--- config.mk ---
export PLATFORM = sky130hd
export DESIGN_NAME = shortage_timer
export DESIGN_NICKNAME = d
export VERILOG_FILES = /design/src/common/shortage_pkg.sv /design/src/hw/tick_divider.sv /design/src/hw/preset_store.sv /design/src/hw/shortage_timer.sv
export SDC_FILE = /design/constraint.sdc
export NUM_CORES = 1
export LEC_CHECK = 0
export ABC_AREA = 1
export BUFFER_PORTS_ARGS = -buffer_cell sky130_fd_sc_hd__buf_2
export CAP_MARGIN = 10
export CORE_AREA = 2 2 152 184
export DETAILED_ROUTE_END_ITERATION = 7
export DIE_AREA = 0 0 154 186
export PLACE_DENSITY_LB_ADDON = 0.3
export REMOVE_ABC_BUFFERS = 1
export SLEW_MARGIN = 25
export SYNTH_ARGS = -nofsm -noshare
export SYNTH_HDL_FRONTEND = slang
export SYNTH_SLANG_ARGS = --single-unit
--- constraint.sdc ---
create_clock -name core_clk -period 2.8 [get_ports core_clk]
set_input_delay 0.28 -clock core_clk [delete_from_list [all_inputs] [get_ports core_clk]]
set_output_delay 0.28 -clock core_clk [all_outputs]
set_load 0.01 [all_outputs]
--- src/common/shortage_pkg.sv ---
`default_nettype none
package shortage_pkg;

  // ----------------------------------------
  // clock and time base
  // ----------------------------------------
  localparam int unsigned CLK_HZ       = 50_000_000;
  localparam int unsigned TICK_MS      = 100;
  localparam int unsigned TICK_CYCLES  = CLK_HZ / 1000 * TICK_MS;

  // ----------------------------------------
  // register offsets (byte addresses, one 32-bit word apart)
  // ----------------------------------------
  localparam logic [7:0] ADDR_CTRL      = 8'h00;
  localparam logic [7:0] ADDR_DETECT    = 8'h04;
  localparam logic [7:0] ADDR_RELEASE   = 8'h08;
  localparam logic [7:0] ADDR_RESERVED  = 8'h0c;
  localparam logic [7:0] ADDR_SPD1_FREQ = 8'h10;
  localparam logic [7:0] ADDR_SPD1_VOLT = 8'h14;
  localparam logic [7:0] ADDR_SPD2_FREQ = 8'h18;
  localparam logic [7:0] ADDR_SPD2_VOLT = 8'h1c;
  localparam logic [7:0] ADDR_SPD3_FREQ = 8'h20;
  localparam logic [7:0] ADDR_SPD3_VOLT = 8'h24;
  localparam logic [7:0] ADDR_STATUS    = 8'h28;
  localparam logic [7:0] ADDR_IRQ_STAT  = 8'h2c;
  localparam logic [7:0] ADDR_IRQ_MASK  = 8'h30;

  // ----------------------------------------
  // control field positions
  // ----------------------------------------
  localparam int unsigned CTRL_POL_BIT     = 0;
  localparam int unsigned CTRL_INSEL_BIT   = 1;
  localparam int unsigned CTRL_ALARMSEL_BIT = 2;
  localparam int unsigned CTRL_CARRIER_LSB = 4;
  localparam int unsigned CARRIER_W        = 3;
  localparam logic [CARRIER_W-1:0] CARRIER_20K = 3'h0;
  localparam logic [CARRIER_W-1:0] CARRIER_RST = 3'h1;

  // ----------------------------------------
  // ranges in tenths (time 0.1 s, freq 0.1 hz), volts in 1 v
  // ----------------------------------------
  localparam logic [15:0] DETECT_MIN  = 16'h000a;
  localparam logic [15:0] DETECT_MAX  = 16'h04b0;
  localparam logic [15:0] DETECT_RST  = 16'h0064;
  localparam logic [15:0] RELEASE_MIN = 16'h0001;
  localparam logic [15:0] RELEASE_MAX = 16'h012c;
  localparam logic [15:0] RELEASE_RST = 16'h000a;
  localparam logic [15:0] FREQ_MIN    = 16'h012c;
  localparam logic [15:0] FREQ_MAX    = 16'h07d0;
  localparam logic [15:0] FREQ_MAX_HI = 16'h09c4;
  localparam logic [15:0] FREQ_RST    = 16'h02bc;
  localparam logic [15:0] VOLT_MIN    = 16'h0000;
  localparam logic [15:0] VOLT_MAX    = 16'h00c8;
  localparam logic [15:0] VOLT_RST    = 16'h0064;

  // ----------------------------------------
  // interrupt bits
  // ----------------------------------------
  localparam int unsigned IRQ_W        = 2;
  localparam int unsigned IRQ_SET_BIT  = 0;
  localparam int unsigned IRQ_CLR_BIT  = 1;

  localparam int unsigned NUM_SPEEDS = 3;

  typedef enum logic [2:0] {
    ST_IDLE     = 3'b001,
    ST_DETECT   = 3'b010,
    ST_SHORTAGE = 3'b100
  } shortage_state_e;

  typedef struct packed {
    logic [7:0]  addr;
    logic [31:0] wdata;
    logic        wr;
    logic        rd;
  } reg_req_s;

endpackage
`default_nettype wire

--- src/hw/tick_divider.sv ---
`timescale 1ns/1ns
`default_nettype none
module tick_divider
  import shortage_pkg::*;
#(
  parameter int unsigned DIV = TICK_CYCLES
) (
  input  wire logic core_clk,
  input  wire logic arst_n,
  output var  logic tick
);

  logic [31:0] count;

  always_ff @(posedge core_clk or negedge arst_n) begin
    if (!arst_n) begin
      count <= 32'h0;
      tick  <= 1'b0;
    end else if (count == 32'(DIV - 1)) begin
      count <= 32'h0;
      tick  <= 1'b1;
    end else begin
      count <= count + 32'h1;
      tick  <= 1'b0;
    end
  end

endmodule
`default_nettype wire

--- src/hw/preset_store.sv ---
`timescale 1ns/1ns
`default_nettype none
module preset_store
  import shortage_pkg::*;
#(
  parameter int unsigned DEPTH = 2 * NUM_SPEEDS
) (
  input  wire logic        core_clk,
  input  wire logic        arst_n,
  input  wire logic        wr,
  input  wire logic [2:0]  waddr,
  input  wire logic [15:0] wdata,
  input  wire logic [2:0]  raddr,
  output var  logic [15:0] rdata
);

  // even entries hold frequency, odd entries voltage
  logic [15:0] mem [DEPTH];

  genvar gi;
  generate
    for (gi = 0; gi < DEPTH; gi++) begin : g_entry
      always_ff @(posedge core_clk or negedge arst_n) begin
        if (!arst_n) begin
          mem[gi] <= (gi % 2 == 0) ? FREQ_RST : VOLT_RST;
        end else if (wr && waddr == 3'(gi)) begin
          mem[gi] <= wdata;
        end
      end
    end
  endgenerate

  always_ff @(posedge core_clk or negedge arst_n) begin
    if (!arst_n) begin
      rdata <= 16'h0;
    end else begin
      rdata <= (raddr < 3'(DEPTH)) ? mem[raddr] : 16'h0;
    end
  end

endmodule
`default_nettype wire

--- src/hw/shortage_timer.sv ---
`timescale 1ns/1ns
`default_nettype none
module shortage_timer
  import shortage_pkg::*;
#(
  parameter int unsigned TICK_DIV = TICK_CYCLES
) (
  input  wire logic        core_clk,
  input  wire logic        arst_n,
  input  wire reg_req_s    req,
  output var  logic [31:0] rdata,
  input  wire logic        drive_on,
  input  wire logic        sensor_input_one,
  output var  logic        shortage_display_code,
  output var  logic        alarm_output_terminals,
  output var  logic        irq
);

  // ----------------------------------------
  // settings
  // ----------------------------------------
  logic                 input_polarity_select;
  logic                 shortage_input_select;
  logic                 alarm_output_select;
  logic [CARRIER_W-1:0] carrier_frequency_select;
  logic [15:0]          shortage_detect_time;
  logic [15:0]          shortage_release_time;
  logic [IRQ_W-1:0]     irq_status;
  logic [IRQ_W-1:0]     irq_mask;
  logic                 tick;
  logic                 shortage;
  shortage_state_e      state;
  logic [15:0]          detect_count;
  logic [15:0]          release_count;
  logic                 input_active;
  logic                 set_event;
  logic                 clr_event;
  logic                 rd_q;
  logic [7:0]           rd_addr_q;
  logic [15:0]          preset_rdata;
  logic                 preset_wr;
  logic [2:0]           preset_waddr;
  logic [2:0]           preset_raddr;
  logic [15:0]          freq_max;
  logic [15:0]          wval;

  assign wval = req.wdata[15:0];

  function automatic logic [15:0] clamp(input logic [15:0] v, input logic [15:0] lo, input logic [15:0] hi);
    if (v < lo) begin
      return lo;
    end
    if (v > hi) begin
      return hi;
    end
    return v;
  endfunction

  assign freq_max = (carrier_frequency_select == CARRIER_20K) ? FREQ_MAX_HI : FREQ_MAX;

  always_ff @(posedge core_clk or negedge arst_n) begin
    if (!arst_n) begin
      input_polarity_select    <= 1'b0;
      shortage_input_select    <= 1'b0;
      alarm_output_select      <= 1'b0;
      carrier_frequency_select <= CARRIER_RST;
    end else if (req.wr && req.addr == ADDR_CTRL) begin
      input_polarity_select    <= req.wdata[CTRL_POL_BIT];
      shortage_input_select    <= req.wdata[CTRL_INSEL_BIT];
      alarm_output_select      <= req.wdata[CTRL_ALARMSEL_BIT];
      carrier_frequency_select <= req.wdata[CTRL_CARRIER_LSB +: CARRIER_W];
    end
  end

  // out-of-range writes are clamped rather than refused so the timer never sees a zero length
  always_ff @(posedge core_clk or negedge arst_n) begin
    if (!arst_n) begin
      shortage_detect_time  <= DETECT_RST;
      shortage_release_time <= RELEASE_RST;
    end else if (req.wr && req.addr == ADDR_DETECT) begin
      shortage_detect_time <= clamp(wval, DETECT_MIN, DETECT_MAX);
    end else if (req.wr && req.addr == ADDR_RELEASE) begin
      shortage_release_time <= clamp(wval, RELEASE_MIN, RELEASE_MAX);
    end
  end

  // ----------------------------------------
  // speed presets
  // ----------------------------------------
  always_comb begin
    preset_wr    = 1'b0;
    preset_waddr = 3'h0;
    case (req.addr)
      ADDR_SPD1_FREQ: preset_waddr = 3'h0;
      ADDR_SPD1_VOLT: preset_waddr = 3'h1;
      ADDR_SPD2_FREQ: preset_waddr = 3'h2;
      ADDR_SPD2_VOLT: preset_waddr = 3'h3;
      ADDR_SPD3_FREQ: preset_waddr = 3'h4;
      ADDR_SPD3_VOLT: preset_waddr = 3'h5;
      default:        preset_waddr = 3'h7;
    endcase
    preset_wr = req.wr && (preset_waddr != 3'h7);
  end

  assign preset_raddr = preset_waddr;

  preset_store #(
    .DEPTH(2 * NUM_SPEEDS)
  ) u_presets (
    .core_clk (core_clk),
    .arst_n   (arst_n),
    .wr       (preset_wr),
    .waddr    (preset_waddr),
    .wdata    (preset_waddr[0] ? clamp(wval, VOLT_MIN, VOLT_MAX) : clamp(wval, FREQ_MIN, freq_max)),
    .raddr    (preset_raddr),
    .rdata    (preset_rdata)
  );

  // ----------------------------------------
  // timers
  // ----------------------------------------
  tick_divider #(
    .DIV(TICK_DIV)
  ) u_tick (
    .core_clk (core_clk),
    .arst_n   (arst_n),
    .tick     (tick)
  );

  assign input_active = sensor_input_one ^ ~input_polarity_select;

  always_ff @(posedge core_clk or negedge arst_n) begin
    if (!arst_n) begin
      state         <= ST_IDLE;
      detect_count  <= 16'h0;
      release_count <= 16'h0;
      shortage      <= 1'b0;
    end else if (!shortage_input_select) begin
      state         <= ST_IDLE;
      detect_count  <= 16'h0;
      release_count <= 16'h0;
      shortage      <= 1'b0;
    end else begin
      case (state)
        ST_IDLE: begin
          detect_count <= 16'h0;
          if (drive_on && input_active) begin
            state <= ST_DETECT;
          end
        end
        ST_DETECT: begin
          if (!(drive_on && input_active)) begin
            state        <= ST_IDLE;
            detect_count <= 16'h0;
          end else if (tick) begin
            if (detect_count + 16'h1 >= shortage_detect_time) begin
              state         <= ST_SHORTAGE;
              shortage      <= 1'b1;
              release_count <= 16'h0;
            end else begin
              detect_count <= detect_count + 16'h1;
            end
          end
        end
        ST_SHORTAGE: begin
          if (input_active) begin
            release_count <= 16'h0;
          end else if (tick) begin
            if (release_count + 16'h1 >= shortage_release_time) begin
              state    <= ST_IDLE;
              shortage <= 1'b0;
            end else begin
              release_count <= release_count + 16'h1;
            end
          end
        end
        default: begin
          state <= ST_IDLE;
        end
      endcase
    end
  end

  assign set_event = (state == ST_DETECT) && tick && drive_on && input_active
                     && (detect_count + 16'h1 >= shortage_detect_time) && shortage_input_select;
  assign clr_event = (state == ST_SHORTAGE) && tick && !input_active
                     && (release_count + 16'h1 >= shortage_release_time) && shortage_input_select;

  always_ff @(posedge core_clk or negedge arst_n) begin
    if (!arst_n) begin
      shortage_display_code  <= 1'b0;
      alarm_output_terminals <= 1'b0;
    end else begin
      shortage_display_code  <= shortage;
      alarm_output_terminals <= shortage && alarm_output_select;
    end
  end

  // ----------------------------------------
  // interrupts
  // ----------------------------------------
  always_ff @(posedge core_clk or negedge arst_n) begin
    if (!arst_n) begin
      irq_status <= '0;
      irq_mask   <= '0;
    end else begin
      if (req.wr && req.addr == ADDR_IRQ_MASK) begin
        irq_mask <= req.wdata[IRQ_W-1:0];
      end
      // a new event wins over a write-one-to-clear in the same cycle
      irq_status <= (irq_status & ~((req.wr && req.addr == ADDR_IRQ_STAT) ? req.wdata[IRQ_W-1:0] : '0))
                    | {clr_event, set_event};
    end
  end

  always_ff @(posedge core_clk or negedge arst_n) begin
    if (!arst_n) begin
      irq <= 1'b0;
    end else begin
      irq <= |(irq_status & irq_mask);
    end
  end

  // ----------------------------------------
  // read port
  // ----------------------------------------
  always_ff @(posedge core_clk or negedge arst_n) begin
    if (!arst_n) begin
      rd_q      <= 1'b0;
      rd_addr_q <= 8'h0;
    end else begin
      rd_q      <= req.rd;
      rd_addr_q <= req.addr;
    end
  end

  // preset data is registered in the store, so the mux settles in the same cycle
  always_comb begin
    rdata = 32'h0;
    if (rd_q) begin
      case (rd_addr_q)
        ADDR_CTRL:      rdata = {25'h0, carrier_frequency_select, 1'b0, alarm_output_select,
                                 shortage_input_select, input_polarity_select};
        ADDR_DETECT:    rdata = {16'h0, shortage_detect_time};
        ADDR_RELEASE:   rdata = {16'h0, shortage_release_time};
        ADDR_RESERVED:  rdata = 32'h0;
        ADDR_SPD1_FREQ, ADDR_SPD1_VOLT, ADDR_SPD2_FREQ,
        ADDR_SPD2_VOLT, ADDR_SPD3_FREQ, ADDR_SPD3_VOLT: rdata = {16'h0, preset_rdata};
        ADDR_STATUS:    rdata = {29'h0, state == ST_SHORTAGE, state == ST_DETECT, shortage};
        ADDR_IRQ_STAT:  rdata = {30'h0, irq_status};
        ADDR_IRQ_MASK:  rdata = {30'h0, irq_mask};
        default:        rdata = 32'h0;
      endcase
    end
  end
endmodule
`default_nettype wire

==> summary.md <==
| Metric | Value |
|---|---|
| Post-synth EDFFs | 0 |
| Final WL | 37,300 um |
| Max Slew Vio Count | 0 |
| Antenna-violating nets left | 0 |
| # clock sinks | 235 |
| DRC viols | 0 |
| Core area | 0.0268 mm2 |
| Total leakage power | 8.54 nW |
| Max transition margin | 0.458 |
| Fmax | 350 MHz |
| GPL Wtd Cong | 0.981 |
| Diode count | 0 |
| Fin Clk Skew | 18.8 ps |
| PnR worst setup slack | -61.1 ps |
| Io pins | 81 |
| Mapped Area | 0.0133 mm2 |
| First-pass GRT wire length | 57,800 um |
| CP Launch Type | flip-flop |
| H-Tree Level Count | 1 |
| Area grow syn2layout | 21.4% |
| Cell Rows | 66 |
| DP Area | 0.0141 mm2 |
| Starting Density | 0.494 |
| CTS Buf Count | 26 |
| Post-synth cell types | 52 |
| Crit path time final | 2860 ps |
| Setup CP Type | reg2reg |
| Hold WC Path Type | in2reg |
| Synth Flop Type | dfrtp_1 |
| Vias/cell | 5.39 |
| Largest net degree at the start of global routing | 84 |
| HPWL after DPL | 26,000 um |
| Seq/Total Area, Yosys | 0.447 |
| CP Capture Type | flip-flop |
| Hold path cells | 3 |
| Placed cells | 2,159 |
| Status | complete, but fails checks |
| Setup TNS | -522 ps |
| Cells after Synth | 1,766 |
| WL per Instance | 16.7 um |
| RSZ-0062 raised after global routing | yes |
| Clk root buf | clkbuf_16 |
| Worst Path Required | 3250 ps |
| Vias in the first global route | 11,700 |
| Setup Viol. Count Final | 25 |
| Clk pin slew, worst setup/hold paths | 60 ps |
| Yosys warns | 0 |
| IO buf count | 48 |
| Period utilization | 1.02 |
| Sink of the worst hold path | shortage_detect_time[1] |
| Clock Latency Late Sink | 560 ps |
| R2r worst-path depth | 18 |
| RR Endpoint | release_count[13] |
| Buffer levels on the longest clock path | 3 |
| Die Ht | 186 um |
| CP Launch Point | release_count[1] |
| CTS tree | yes |
| Die width | 154 um |
| Place WS | -144 ps |
| Slew @ Worst Pin | 811 ps |
| Peak VDD IR | 0.000451 V |
| R2R setup slack | -60 ps |
| Register bit total from synthesis | 235 |
| HP Start | req[3] |
| Ratio of cells with drive above 1 in the final layout | 0.194 |
| First-iteration detailed-routing DRC count | 820 |
| DR vias | 12,000 |
| Ys async rst share | 1.00 |
| Power Density | 497 mW/mm2 |
| Syn Area/Cell | 7.50 um2 |
| Fin. Hold Viols | 0 |
| Pwr Total | 8.00 mW |
| Finished Layout Cells | 2,233 |
| Failing checks | negative setup slack |
| Max-cap violation count | 0 |
| Detailed Routing Iterations Pass 1 | 5 |
| Worst-path maximum fanout | 8 |
| Design Area, Final | 0.0161 mm2 |
| DIE AREA | 0.0286 mm2 |
| Critical Path AT | 3310 ps |
| Initial antenna violation count | 0 |
| GRT Util Overall | 0.251 |
| Net total in the final layout | 1,959 |
| GRT overflow | 0 |
| Reg-to-reg critical path startpoint | release_count[1] |
==> worst max path at each step <==
stage                                    to  depth (start not counted)
after floorplan            release_count[0]                         17
after global placement     release_count[1]                         20
after detailed placement  release_count[10]                         18
after CTS                          rdata[2]                          9
after global routing        detect_count[7]                         18
final                     release_count[13]                         18
==> registers in the layout, summed over array words and instances (netlist names), 8 cells and up <==
name	flops
u_tick.count	32
detect_count	16
shortage_release_time	16
shortage_detect_time	16
rd_addr_q	8
u_presets.rdata	16
release_count	16
u_presets.mem	96
==> cell usage in the layout, fill, tap and decap left out, types with 16 or more instances in the layout <==
cell type  synthesis  routed
nand3_1          126     114
a21oi_1           55      49
ha_4               0      17
nand2_2            2      50
o22ai_1           21      20
dfrtp_1          201     198
dfstp_2           34      34
ha_1              40      22
buf_2             17      47
nor2_1           163     154
nand3b_1          24      24
nor3_1            33      24
inv_1            264     252
buf_4             16      53
nand4_1           46      46
o21ai_0           62      61
conb_1             1      16
nand2_1          512     453
xor2_1            37      31
clkbuf_16          0      27
inv_2              9      19
==> cell usage after synthesis (3+ instances only) <==
cell type / instances / area (um2)
nor2_1: 163 / 612
buf_2: 17 / 85.1
nand3_2: 4 / 40.0
xnor2_1: 5 / 43.8
buf_4: 16 / 120
xor2_1: 37 / 324
dfstp_2: 34 / 893
ha_1: 40 / 500
a21oi_1: 55 / 275
inv_1: 264 / 991
o21ai_1: 5 / 25.0
or2_2: 10 / 62.6
clkbuf_1: 21 / 78.8
o21ai_0: 62 / 310
nand3_1: 126 / 631
o21bai_1: 5 / 37.5
o22ai_1: 21 / 131
nand3b_1: 24 / 180
nor4_1: 11 / 68.8
nand4_1: 46 / 288
nor3_1: 33 / 165
inv_2: 9 / 33.8
dfrtp_1: 201 / 5030
nand2_4: 3 / 33.8
buf_1: 3 / 11.3
o2bb2ai_1: 4 / 35.0
nand2_1: 512 / 1920
==> per-layer routing <==
layer / GRT usage / share of wire
met1: 0.299 / 0.40
met2: 0.455 / 0.51
met3: 0.0340 / 0.046
met4: 0.108 / 0.039
met5: 0 / 0
==> power by group <==
part | leakage [nW] | switching [mW] | internal (mW)
Clock | 0.470 | 1.46 | 2.49
Sequential | 2.93 | 0.0347 | 3.48
Combinational | 5.13 | 0.366 | 0.162
Total | 8.54 | 1.86 | 6.13
==> per-stage QoR <==
| step | hold WS (ps) | util |
|---|---|---|
| 5_1_grt | 31.3 | 0.599 |
| 6_report | 36.2 | 0.599 |
| 2_1_floorplan | -15.6 | - |
| 4_1_cts | 29.0 | 0.567 |
| 3_3_place_gp | 312 | 0.525 |
| 3_5_place_dp | 326 | 0.525 |
==> cells by family after synthesis <==
logic type | Yosys count | synth area share
and+or+nand+nor | 947 | 0.314
buffers and inverters | 333 | 0.102
other | 1 | 0.000283
DFF | 235 | 0.447
AOI/OAI and AO/OA | 168 | 0.0714
xor gates and xnor gates | 42 | 0.0278
adders and majority gates | 40 | 0.0378
==> layout make-up <==
class	instances	area [um2]
inverters	274	1040
clock buffers	35	694
multi-input cells	1213	6770
clock inverters	13	295
fillers	2299	10800
repair buffers	123	940
flip-flops and latches	235	5930
well taps	340	425
==> worst max-delay path, stage by stage, from the launching register on <==
cell and delay [ps]:
dfrtp_2 460, ha_4 180, nand3_4 80, nor3_4 240
buf_6 140, buf_4 100, a31o_2 140, nand2_2 80
inv_1 90, ha_4 200, nand3_1 70, a21oi_1 60
nor2_1 170, nand2_2 110, a21oi_4 220, nand2_4 100
clkbuf_16 190, nand2_2 60, nand2_1 50
==> repair_timing <==
action                                  CTS  global route
buffers inserted                          2            13
pin swaps                                 1            30
resized for setup                        10           165
hold endpoints to repair                 83             0
endpoints found under the setup margin   47            52
gates cloned                              0             1
hold buffers                             10             0
Note: power is estimated with default switching activity, not from simulation.
